`src/core/dis_regs.svh`:
```
`ifndef DIS_REGS_SVH
`define DIS_REGS_SVH
`define DIS_ADDR_OUT_IMG 5'h00
`define DIS_ADDR_RESP_LO 5'h04
`define DIS_ADDR_RESP_HI 5'h08
`define DIS_ADDR_DIAG 5'h0c
`define DIS_ADDR_FAIL_CNT 5'h10
`define DIS_ADDR_IRQ_STAT 5'h14
`define DIS_ADDR_IRQ_MASK 5'h18
`define DIS_OUT_CH0 0
`define DIS_OUT_CH1 1
`define DIS_HI_SEAL0 3
`define DIS_HI_COIL0 4
`define DIS_HI_COIL1 5
`define DIS_HI_PWR0 6
`define DIS_HI_PWR1 7
`define DIS_DIAG_VOFF 0
`define DIS_IRQ_UPDATE 0
`define DIS_IRQ_VOFF 1
`define DIS_IRQ_FORCED 2
`define DIS_OUT_OFF_N 2'h3
`define DIS_FAIL_LIMIT 8'h0a
`define DIS_FAIL_MAX 8'hff
`define DIS_NUM_DIN 11
`define DIS_NUM_VOLT 3
`define DIS_SYNC_W 19
`define DIS_CLK_NS 40
`define DIS_SCAN_NS 10000
`define DIS_SCAN_CYC ((`DIS_SCAN_NS + `DIS_CLK_NS - 1) / `DIS_CLK_NS)
`endif

```
`src/core/dis_pkg.sv`:
```
`default_nettype none
`include "dis_regs.svh"
package dis_pkg;
	typedef enum logic {DIS_BUS_IDLE, DIS_BUS_ANSWER} dis_bus_t;

	typedef struct packed {
		dis_bus_t busState;
		logic waitReq;
		logic [31:0] readData;
		logic [7:0] scanCnt;
		logic scanTick;
		logic [15:0] image;
		logic [1:0] outImg;
		logic [1:0] outDriveN;
		logic diagErr;
		logic [2:0] irqStatus;
		logic [2:0] irqMask;
		logic irq;
	} dis_state_t;

	typedef struct packed {
		logic [`DIS_SYNC_W-1:0] meta;
		logic [`DIS_SYNC_W-1:0] stable;
	} dis_sync_state_t;

	typedef struct packed {
		logic [7:0] cnt;
	} dis_cnt_state_t;
endpackage
`default_nettype wire

```
`src/core/dis_sync.sv`:
```
`default_nettype none
`include "dis_regs.svh"
module dis_sync
(
	input wire logic clk, // system clock
	input wire logic rst, // async reset, high
	input wire logic [`DIS_SYNC_W-1:0] d, // raw pin levels
	output logic [`DIS_SYNC_W-1:0] q // synchronised levels
);
	import dis_pkg::*;

	dis_sync_state_t st;
	dis_sync_state_t next_st;

	always_comb
	begin
		next_st.meta = d;
		next_st.stable = st.meta;
	end

	// idle pins read high (inactive)
	always_ff @(posedge clk or posedge rst)
	begin
		if (rst)
			st <= '1;
		else
			st <= next_st;
	end

	assign q = st.stable;
endmodule
`default_nettype wire

```
`src/core/dis_fail_counter.sv`:
```
`default_nettype none
`include "dis_regs.svh"
module dis_fail_counter
#(
	parameter logic [7:0] LIMIT = `DIS_FAIL_LIMIT
)
(
	input wire logic clk, // system clock
	input wire logic rst, // async reset, high
	input wire logic tick, // one scan cycle
	input wire logic clear, // some interrogation voltage present
	output logic [7:0] count, // failed scans so far
	output logic over // count beyond limit
);
	import dis_pkg::*;

	dis_cnt_state_t st;
	dis_cnt_state_t next_st;

	always_comb
	begin
		next_st = st;
		if (tick)
		begin
			if (clear)
				next_st.cnt = 8'h00;
			else if (st.cnt != `DIS_FAIL_MAX)
				next_st.cnt = st.cnt + 8'h01;
		end
	end

	always_ff @(posedge clk or posedge rst)
	begin
		if (rst)
			st <= '0;
		else
			st <= next_st;
	end

	assign count = st.cnt;
	assign over = (st.cnt > LIMIT);
endmodule
`default_nettype wire

```
`src/core/dis_scan.sv`:
```
// Notes on behaviour
// each scan samples voltages and both input bytes
// update image only with some voltage present
// any missing voltage sets diagnostic error bit
// diagnostic byte readable by the controller
// count scans with all voltages missing
// beyond limit, update image regardless of voltage
// counter held zero while any voltage present
// coil continuity reads true while output on
// output image byte written into output latch
// output byte bit0 channel 0, bit1 channel 1
// response byte one holds inputs 1 to 8
// byte two: inputs 9-11, seal, coils, power
// all sampled status lines are active low
// limit is parameter, counter saturates
// reset clears image, counter, error, outputs off
//
// Implementation choices: the register offsets and register access over Avalon-MM.
`default_nettype none
`include "dis_regs.svh"
module dis_scan
#(
	parameter logic [7:0] FAIL_LIMIT = `DIS_FAIL_LIMIT
)
(
	input wire logic clk, // 25 MHz clock
	input wire logic rst, // async reset, high
	input wire logic [4:0] avs_address, // byte address
	input wire logic avs_read, // read request
	input wire logic avs_write, // write request
	input wire logic [31:0] avs_writedata, // write data
	input wire logic [3:0] avs_byteenable, // byte lanes
	output logic [31:0] avs_readdata, // read data
	output logic avs_waitrequest, // stall
	output logic irq, // level interrupt
	input wire logic [`DIS_NUM_DIN-1:0] dinN, // general inputs 1..11
	input wire logic [`DIS_NUM_VOLT-1:0] interrogationVoltOkN, // voltage status
	input wire logic coil0ContinuityN, // coil 0 present
	input wire logic coil1ContinuityN, // coil 1 present
	input wire logic power0PresentN, // power channel 0
	input wire logic power1PresentN, // power channel 1
	input wire logic sealin0StatusN, // seal-in channel 0
	output logic out0DriveN, // channel 0 drive
	output logic out1DriveN // channel 1 drive
);
	import dis_pkg::*;

	dis_state_t st;
	dis_state_t next_st;
	logic [`DIS_SYNC_W-1:0] pinsN;
	logic [`DIS_SYNC_W-1:0] syncN;
	logic [`DIS_SYNC_W-1:0] trueLv;
	logic [`DIS_NUM_VOLT-1:0] voltTrue;
	logic anyPresent;
	logic anyFalse;
	logic [7:0] failCount;
	logic failOver;
	logic [2:0] ev;

	function automatic logic [7:0] mask_coil(input logic [7:0] hi, input logic [1:0] outOn);
		logic [7:0] r;
		r = hi;
		r[`DIS_HI_COIL0] = hi[`DIS_HI_COIL0] | outOn[`DIS_OUT_CH0];
		r[`DIS_HI_COIL1] = hi[`DIS_HI_COIL1] | outOn[`DIS_OUT_CH1];
		return r;
	endfunction

	function automatic logic [31:0] read_mux(
		input logic [4:0] addr,
		input dis_state_t s,
		input logic [2:0] volt,
		input logic [7:0] fails
	);
		logic [31:0] r;
		r = 32'h0;
		case (addr)
			`DIS_ADDR_OUT_IMG: r[1:0] = s.outImg;
			`DIS_ADDR_RESP_LO: r[7:0] = s.image[7:0];
			`DIS_ADDR_RESP_HI: r[7:0] = mask_coil(s.image[15:8], s.outImg);
			`DIS_ADDR_DIAG: r[3:0] = {volt, s.diagErr};
			`DIS_ADDR_FAIL_CNT: r[7:0] = fails;
			`DIS_ADDR_IRQ_STAT: r[2:0] = s.irqStatus;
			`DIS_ADDR_IRQ_MASK: r[2:0] = s.irqMask;
			default: r = 32'h0;
		endcase
		return r;
	endfunction

	// bit order gives image = {hi byte, lo byte} directly
	assign pinsN = {power1PresentN, power0PresentN, coil1ContinuityN, coil0ContinuityN,
		sealin0StatusN, dinN, interrogationVoltOkN};

	dis_sync u_sync
	(
		.clk(clk),
		.rst(rst),
		.d(pinsN),
		.q(syncN)
	);

	assign trueLv = ~syncN;
	assign voltTrue = trueLv[`DIS_NUM_VOLT-1:0];
	assign anyPresent = |voltTrue;
	assign anyFalse = ~&voltTrue;

	dis_fail_counter #(.LIMIT(FAIL_LIMIT)) u_fail
	(
		.clk(clk),
		.rst(rst),
		.tick(st.scanTick),
		.clear(anyPresent),
		.count(failCount),
		.over(failOver)
	);

	always_comb
	begin
		next_st = st;
		ev = 3'h0;
		next_st.scanTick = 1'b0;
		if (st.scanCnt == 8'(`DIS_SCAN_CYC - 1))
		begin
			next_st.scanCnt = 8'h00;
			next_st.scanTick = 1'b1;
		end
		else
			next_st.scanCnt = st.scanCnt + 8'h01;

		case (st.busState)
			DIS_BUS_IDLE:
			begin
				if (avs_read || avs_write)
				begin
					next_st.waitReq = 1'b0;
					next_st.busState = DIS_BUS_ANSWER;
					next_st.readData = avs_read ?
						read_mux(avs_address, st, voltTrue, failCount) : 32'h0;
				end
			end
			DIS_BUS_ANSWER:
			begin
				next_st.waitReq = 1'b1;
				next_st.busState = DIS_BUS_IDLE;
				if (avs_write && avs_byteenable[0])
				begin
					if (avs_address == `DIS_ADDR_OUT_IMG)
					begin
						next_st.outImg = avs_writedata[1:0];
						next_st.outDriveN = ~avs_writedata[1:0];
					end
					if (avs_address == `DIS_ADDR_IRQ_MASK)
						next_st.irqMask = avs_writedata[2:0];
				end
				// clear only what the read actually returned
				if (avs_read && avs_address == `DIS_ADDR_IRQ_STAT)
					next_st.irqStatus = st.irqStatus & ~st.readData[2:0];
				if (avs_read && avs_address == `DIS_ADDR_DIAG
					&& st.readData[`DIS_DIAG_VOFF])
					next_st.diagErr = 1'b0;
			end
			default:
			begin
				next_st.busState = DIS_BUS_IDLE;
				next_st.waitReq = 1'b1;
			end
		endcase

		if (st.scanTick)
		begin
			if (anyPresent || failOver)
			begin
				next_st.image = trueLv[`DIS_SYNC_W-1:`DIS_NUM_VOLT];
				ev[`DIS_IRQ_UPDATE] = 1'b1;
				ev[`DIS_IRQ_FORCED] = ~anyPresent;
			end
			if (anyFalse)
			begin
				ev[`DIS_IRQ_VOFF] = ~st.diagErr;
				next_st.diagErr = 1'b1;
			end
		end
		// events win over a same-cycle clear
		next_st.irqStatus = next_st.irqStatus | ev;
		next_st.irq = |(next_st.irqStatus & next_st.irqMask);
	end

	always_ff @(posedge clk or posedge rst)
	begin
		if (rst)
		begin
			st <= '0;
			st.busState <= DIS_BUS_IDLE;
			st.waitReq <= 1'b1;
			st.outDriveN <= `DIS_OUT_OFF_N;
		end
		else
			st <= next_st;
	end

	assign avs_readdata = st.readData;
	assign avs_waitrequest = st.waitReq;
	assign irq = st.irq;
	assign out0DriveN = st.outDriveN[`DIS_OUT_CH0];
	assign out1DriveN = st.outDriveN[`DIS_OUT_CH1];
endmodule
`default_nettype wire

```
`config.mk`:
```
export PLATFORM = sky130hd
export DESIGN_NAME = dis_scan
export DESIGN_NICKNAME = d
export VERILOG_FILES = /design/src/core/dis_pkg.sv /design/src/core/dis_sync.sv /design/src/core/dis_fail_counter.sv /design/src/core/dis_scan.sv
export VERILOG_INCLUDE_DIRS = /design/src /design/src/core
export SDC_FILE = /design/constraint.sdc
export NUM_CORES = 1
export LEC_CHECK = 0
export BUFFER_PORTS_ARGS = -buffer_cell sky130_fd_sc_hd__buf_2
export CAP_MARGIN = 5
export CORE_ASPECT_RATIO = 1.5
export CORE_MARGIN = 5
export CORE_UTILIZATION = 49
export CTS_BUF_LIST = sky130_fd_sc_hd__clkbuf_4
export DETAILED_ROUTE_END_ITERATION = 8
export PLACE_DENSITY = 0.78
export SYNTH_ARGS = -nofsm -noshare
export SYNTH_HDL_FRONTEND = slang
export SYNTH_SLANG_ARGS = --single-unit
```
`constraint.sdc`:
```
create_clock -name clk -period 2.33 [get_ports clk]
set_input_delay 0 -clock clk [delete_from_list [all_inputs] [get_ports clk]]
set_output_delay 0 -clock clk [all_outputs]
set_load 0.05 [all_outputs]
```
==> impl_summary.md <==
Outcome
The run finished with clean final reports.

Worst setup path
The worst setup path is launched from a flip-flop. The worst setup path category is reg2reg. The kind of end point of the critical path is a flip-flop. The critical path goes through and3_1, nand4_2, mux2_1, a21boi_1, a221o_1. The slowest stage cell on the critical path is sky130_fd_sc_hd__dfrtp_1. STA puts the critical path data required time at 2.65 ns.

In this design, the stage delay of the slowest critical-path cell is 0.44 ns. The highest net fanout along the worst path is 5. For the worst setup path, the data arrival time is 2.03 ns.

Die
The cell row count is 39. During I/O placement, the number of pins put on the boundary was 100. The horizontal die dimension is 82.1 microns. For this configuration, the core starts out at a cell density of 0.502. The die area is 9700 sq um. The floorplan die height is 118 microns. The core box area is 7610 sq um.

Timing
The worst clock skew on the final layout is 0.0192 ns. At the pin with the least slew margin, the transition time is 0.689 ns. The max-slew violation count is 0. The final count of hold timing violations is 0. The worst pin sits at a relative slew slack of 0.537. The setup total negative slack is 0 ns. Setup violations remaining at the end of the flow were counted as 0. Setup repair after global routing left no endpoint under its margin. The minimum clock period is 1.70 ns. Dividing the final minimum period by the clock period gives 0.731. For this run, the top clock speed supported by timing is 0.587 GHz.

Yosys
The portion of the post-synthesis area used by sequential elements is 0.622. The post-synth design cell area is 3820 sq um. In this run, synthesis inferred 0 flip-flops with an integrated enable. The post-synthesis register bit count is 93.

Counting flops with an async set or reset pin after synthesis yields a share of 1.00. The number of cells produced by synthesis is 322. The Yosys step of the flow raised 0 warnings.

The most used flip-flop cell after synthesis is sky130_fd_sc_hd__dfrtp_1. A synthesized cell averages 11.9 sq um. Counting distinct cell types in the post-synthesis netlist gives 49.

Route
The number of DRC violations after detailed routing is 0. Once detail routing completed, the nets flagged for antenna violations numbered 0. Dividing the detail-routed via count by the number of cells gives 5.10.

The average wire per standard cell is 13.7 microns. The total detailed-routing wirelength is 6780 microns. After the first detailed-routing iteration, the DRC count stood at 180. The total iterations of the first detailed-routing run is 4. Across all layers, the routed design uses 2525 vias.

GRT
The first-pass GRT wire length is 11400 microns. Global routing finished with a remaining overflow of 0. Entering global routing, the biggest net connects 50 pins. The number of global-route vias before repair is 2529.

The initial antenna violation count is 0. Across every metal layer, demand over resource in global routing totals 0.152.

Place
Counting tap cells, the placed design contains a total of 455 instances. The cell area after placement is 4030 sq um. The quantity of I/O buffers inserted on ports is 43. The weighted congestion at the end of routability-driven global placement is 0.881. The half-perimeter wire length after detailed placement is 4890 microns.

CTS
The clock transition time at the flip-flop clock pins of the worst setup and hold paths is 0.15 ns. The number of clock buffers added by TritonCTS is 9. TritonCTS built the clock tree. The number of buffers between clock root and the deepest sink is 2. The post-cts repair resize count is 0. The H-tree depth reported by CTS is 3. The root buffer cell chosen for the clock tree is sky130_fd_sc_hd__clkbuf_4. Clock tree synthesis found a total of 93 sinks. The clock latency at the later pin of the worst-skew pair is 0.43 ns.

Final layout
The growth of design area from synthesis to finish is 15.2%. The final non-filler cell area is 4400 sq um. In the layout the commonest cells are 52 x sky130_fd_sc_hd__dfrtp_1, 43 x sky130_fd_sc_hd__buf_2, 42 x sky130_fd_sc_hd__nand2_1. The library cell used most frequently in the layout, excluding fill and tap cells, is sky130_fd_sc_hd__dfrtp_1. The post-route non-filler standard cell count is 495. The post-route core utilization is 0.578. The fill cell instance count of the final layout is 636. 0 antenna diodes ended up in the layout. In the final design database the tool counted 456 nets. The sequential cell area is 2380 sq um. The footprint of the multi-input gates is 1230 sq um. The proportion of layout cells with a drive suffix above 1 is 0.295.

Worst hold path
The class of the worst hold path is in2reg.

Power and ir drop
The static leakage is 0.00206 uW. For this design the ratio of total power to cell area is 639 nW/um^2. Across the VDD grid, the largest voltage drop is 470 uV.

Run
The count of max-cap constraint violations is 0.
## cell type report
class | instances | area share
Tap cell | 102 | 0.0290
Clock buffer | 9 | 0.0154
Clock inverter | 7 | 0.0151
Timing Repair Buffer | 71 | 0.113
Inverter | 8 | 0.00768
Multi-Input combinational cell | 205 | 0.279
Sequential cell | 93 | 0.541
## worst max-delay path, delay by kind of cell (launching register included)
family | cells | cell delay, ns
multiplexers | 1 | 0.36
flip-flops | 1 | 0.44
AND/OR/NAND/NOR | 2 | 0.40
AO/OA/AOI/OAI | 2 | 0.39
## per-stage QoR
stage               setup WS, ns  hold WS [ns]  total power, uW
detailed placement         0.637        0.0185             2000
CTS                        0.612       0.00180             2840
global placement           0.643        0.0107             1990
finish                     0.626        0.0274             2810
floorplan                  0.800       0.00448             1960
global route               0.476        0.0412             2950
## worst paths after layout
check | startpoint | endpoint | slack [ns] | depth (start not counted)
worst max-delay path | st[70] | irq | 0.63 | 5
worst min-delay path | avs_write | st[70] | 0.03 | 3
worst max register to register | st[70] | irq | 0.63 | 5
worst min register to register | u_sync.next_st[6] | u_sync.q[6] | 0.35 | 0
max in group asynchronous | rst | avs_waitrequest | 1.53 | 4
min in group asynchronous | rst | st[2] | 0.09 | 3
## synth_stat cells, types with 2 or more instances
master | n | area (sq um)
sky130_fd_sc_hd__a31oi_1 | 3 | 18.8
sky130_fd_sc_hd__a2bb2oi_1 | 3 | 26.3
sky130_fd_sc_hd__buf_4 | 32 | 240
sky130_fd_sc_hd__nor4_1 | 2 | 12.5
sky130_fd_sc_hd__a22o_1 | 5 | 43.8
sky130_fd_sc_hd__nor2b_1 | 2 | 12.5
sky130_fd_sc_hd__inv_1 | 8 | 30.0
sky130_fd_sc_hd__a22oi_1 | 8 | 60.1
sky130_fd_sc_hd__clkbuf_1 | 4 | 15.0
sky130_fd_sc_hd__dfrtp_1 | 52 | 1300
sky130_fd_sc_hd__a21o_1 | 3 | 22.5
sky130_fd_sc_hd__nand3_1 | 9 | 45.0
sky130_fd_sc_hd__mux2_2 | 4 | 45.0
sky130_fd_sc_hd__dfstp_2 | 41 | 1080
sky130_fd_sc_hd__o21ai_0 | 27 | 135
sky130_fd_sc_hd__nor3_1 | 2 | 10.0
sky130_fd_sc_hd__o31ai_1 | 2 | 15.0
sky130_fd_sc_hd__nor2_1 | 19 | 71.3
sky130_fd_sc_hd__o2bb2ai_1 | 2 | 17.5
sky130_fd_sc_hd__a222oi_1 | 2 | 20.0
sky130_fd_sc_hd__ha_1 | 4 | 50.1
sky130_fd_sc_hd__nor4_4 | 3 | 63.8
sky130_fd_sc_hd__nand4_1 | 2 | 12.5
sky130_fd_sc_hd__xor2_1 | 7 | 61.3
sky130_fd_sc_hd__and3_1 | 8 | 50.1
sky130_fd_sc_hd__buf_2 | 3 | 15.0
sky130_fd_sc_hd__xnor2_1 | 2 | 17.5
sky130_fd_sc_hd__nand2_1 | 42 | 158
## layer usage
metal / vias up / wire (microns) / track usage
met5: - / 0 / 0
met4: 0 / 212 / 0.0769
met3: 17 / 344 / 0.0365
met2: 79 / 3470 / 0.241
met1: 1232 / 2750 / 0.190
li1: 1197 / - / -
## kinds of logic (layout without fill, tap and decap cells)
kind of cell / count (synthesis) / after routing / synth area share
compound gates: 66 / 66 / 0.118
xor+xnor: 9 / 9 / 0.0206
fa+ha+maj: 4 / 4 / 0.0131
buf+inv: 47 / 95 / 0.0786
flops: 93 / 93 / 0.622
mux: 5 / 5 / 0.0147
other cells: 1 / 24 / 0.000981
simple gates: 97 / 97 / 0.132
## power breakdown
group          internal [uW]  leakage (uW)  switching (uW)
Clock                    248     0.0000749             565
Sequential              1700       0.00112            22.5
Combinational           76.7      0.000860             203
## registers in the layout, indices dropped and copies added, names as in the netlist
register         cells
st                  35
u_sync.next_st      19
u_sync.q            19
avs_readdata         8
u_fail.count         8
avs_waitrequest      1
irq                  1
out0DriveN           1
out1DriveN           1
## timing repair
action / 4_1_cts / 5_1_grt
hold endpoints to repair: 84 / 0
buffers inserted: 0 / 0
hold buffers: 24 / 0
(Power assumes the default switching activity.)
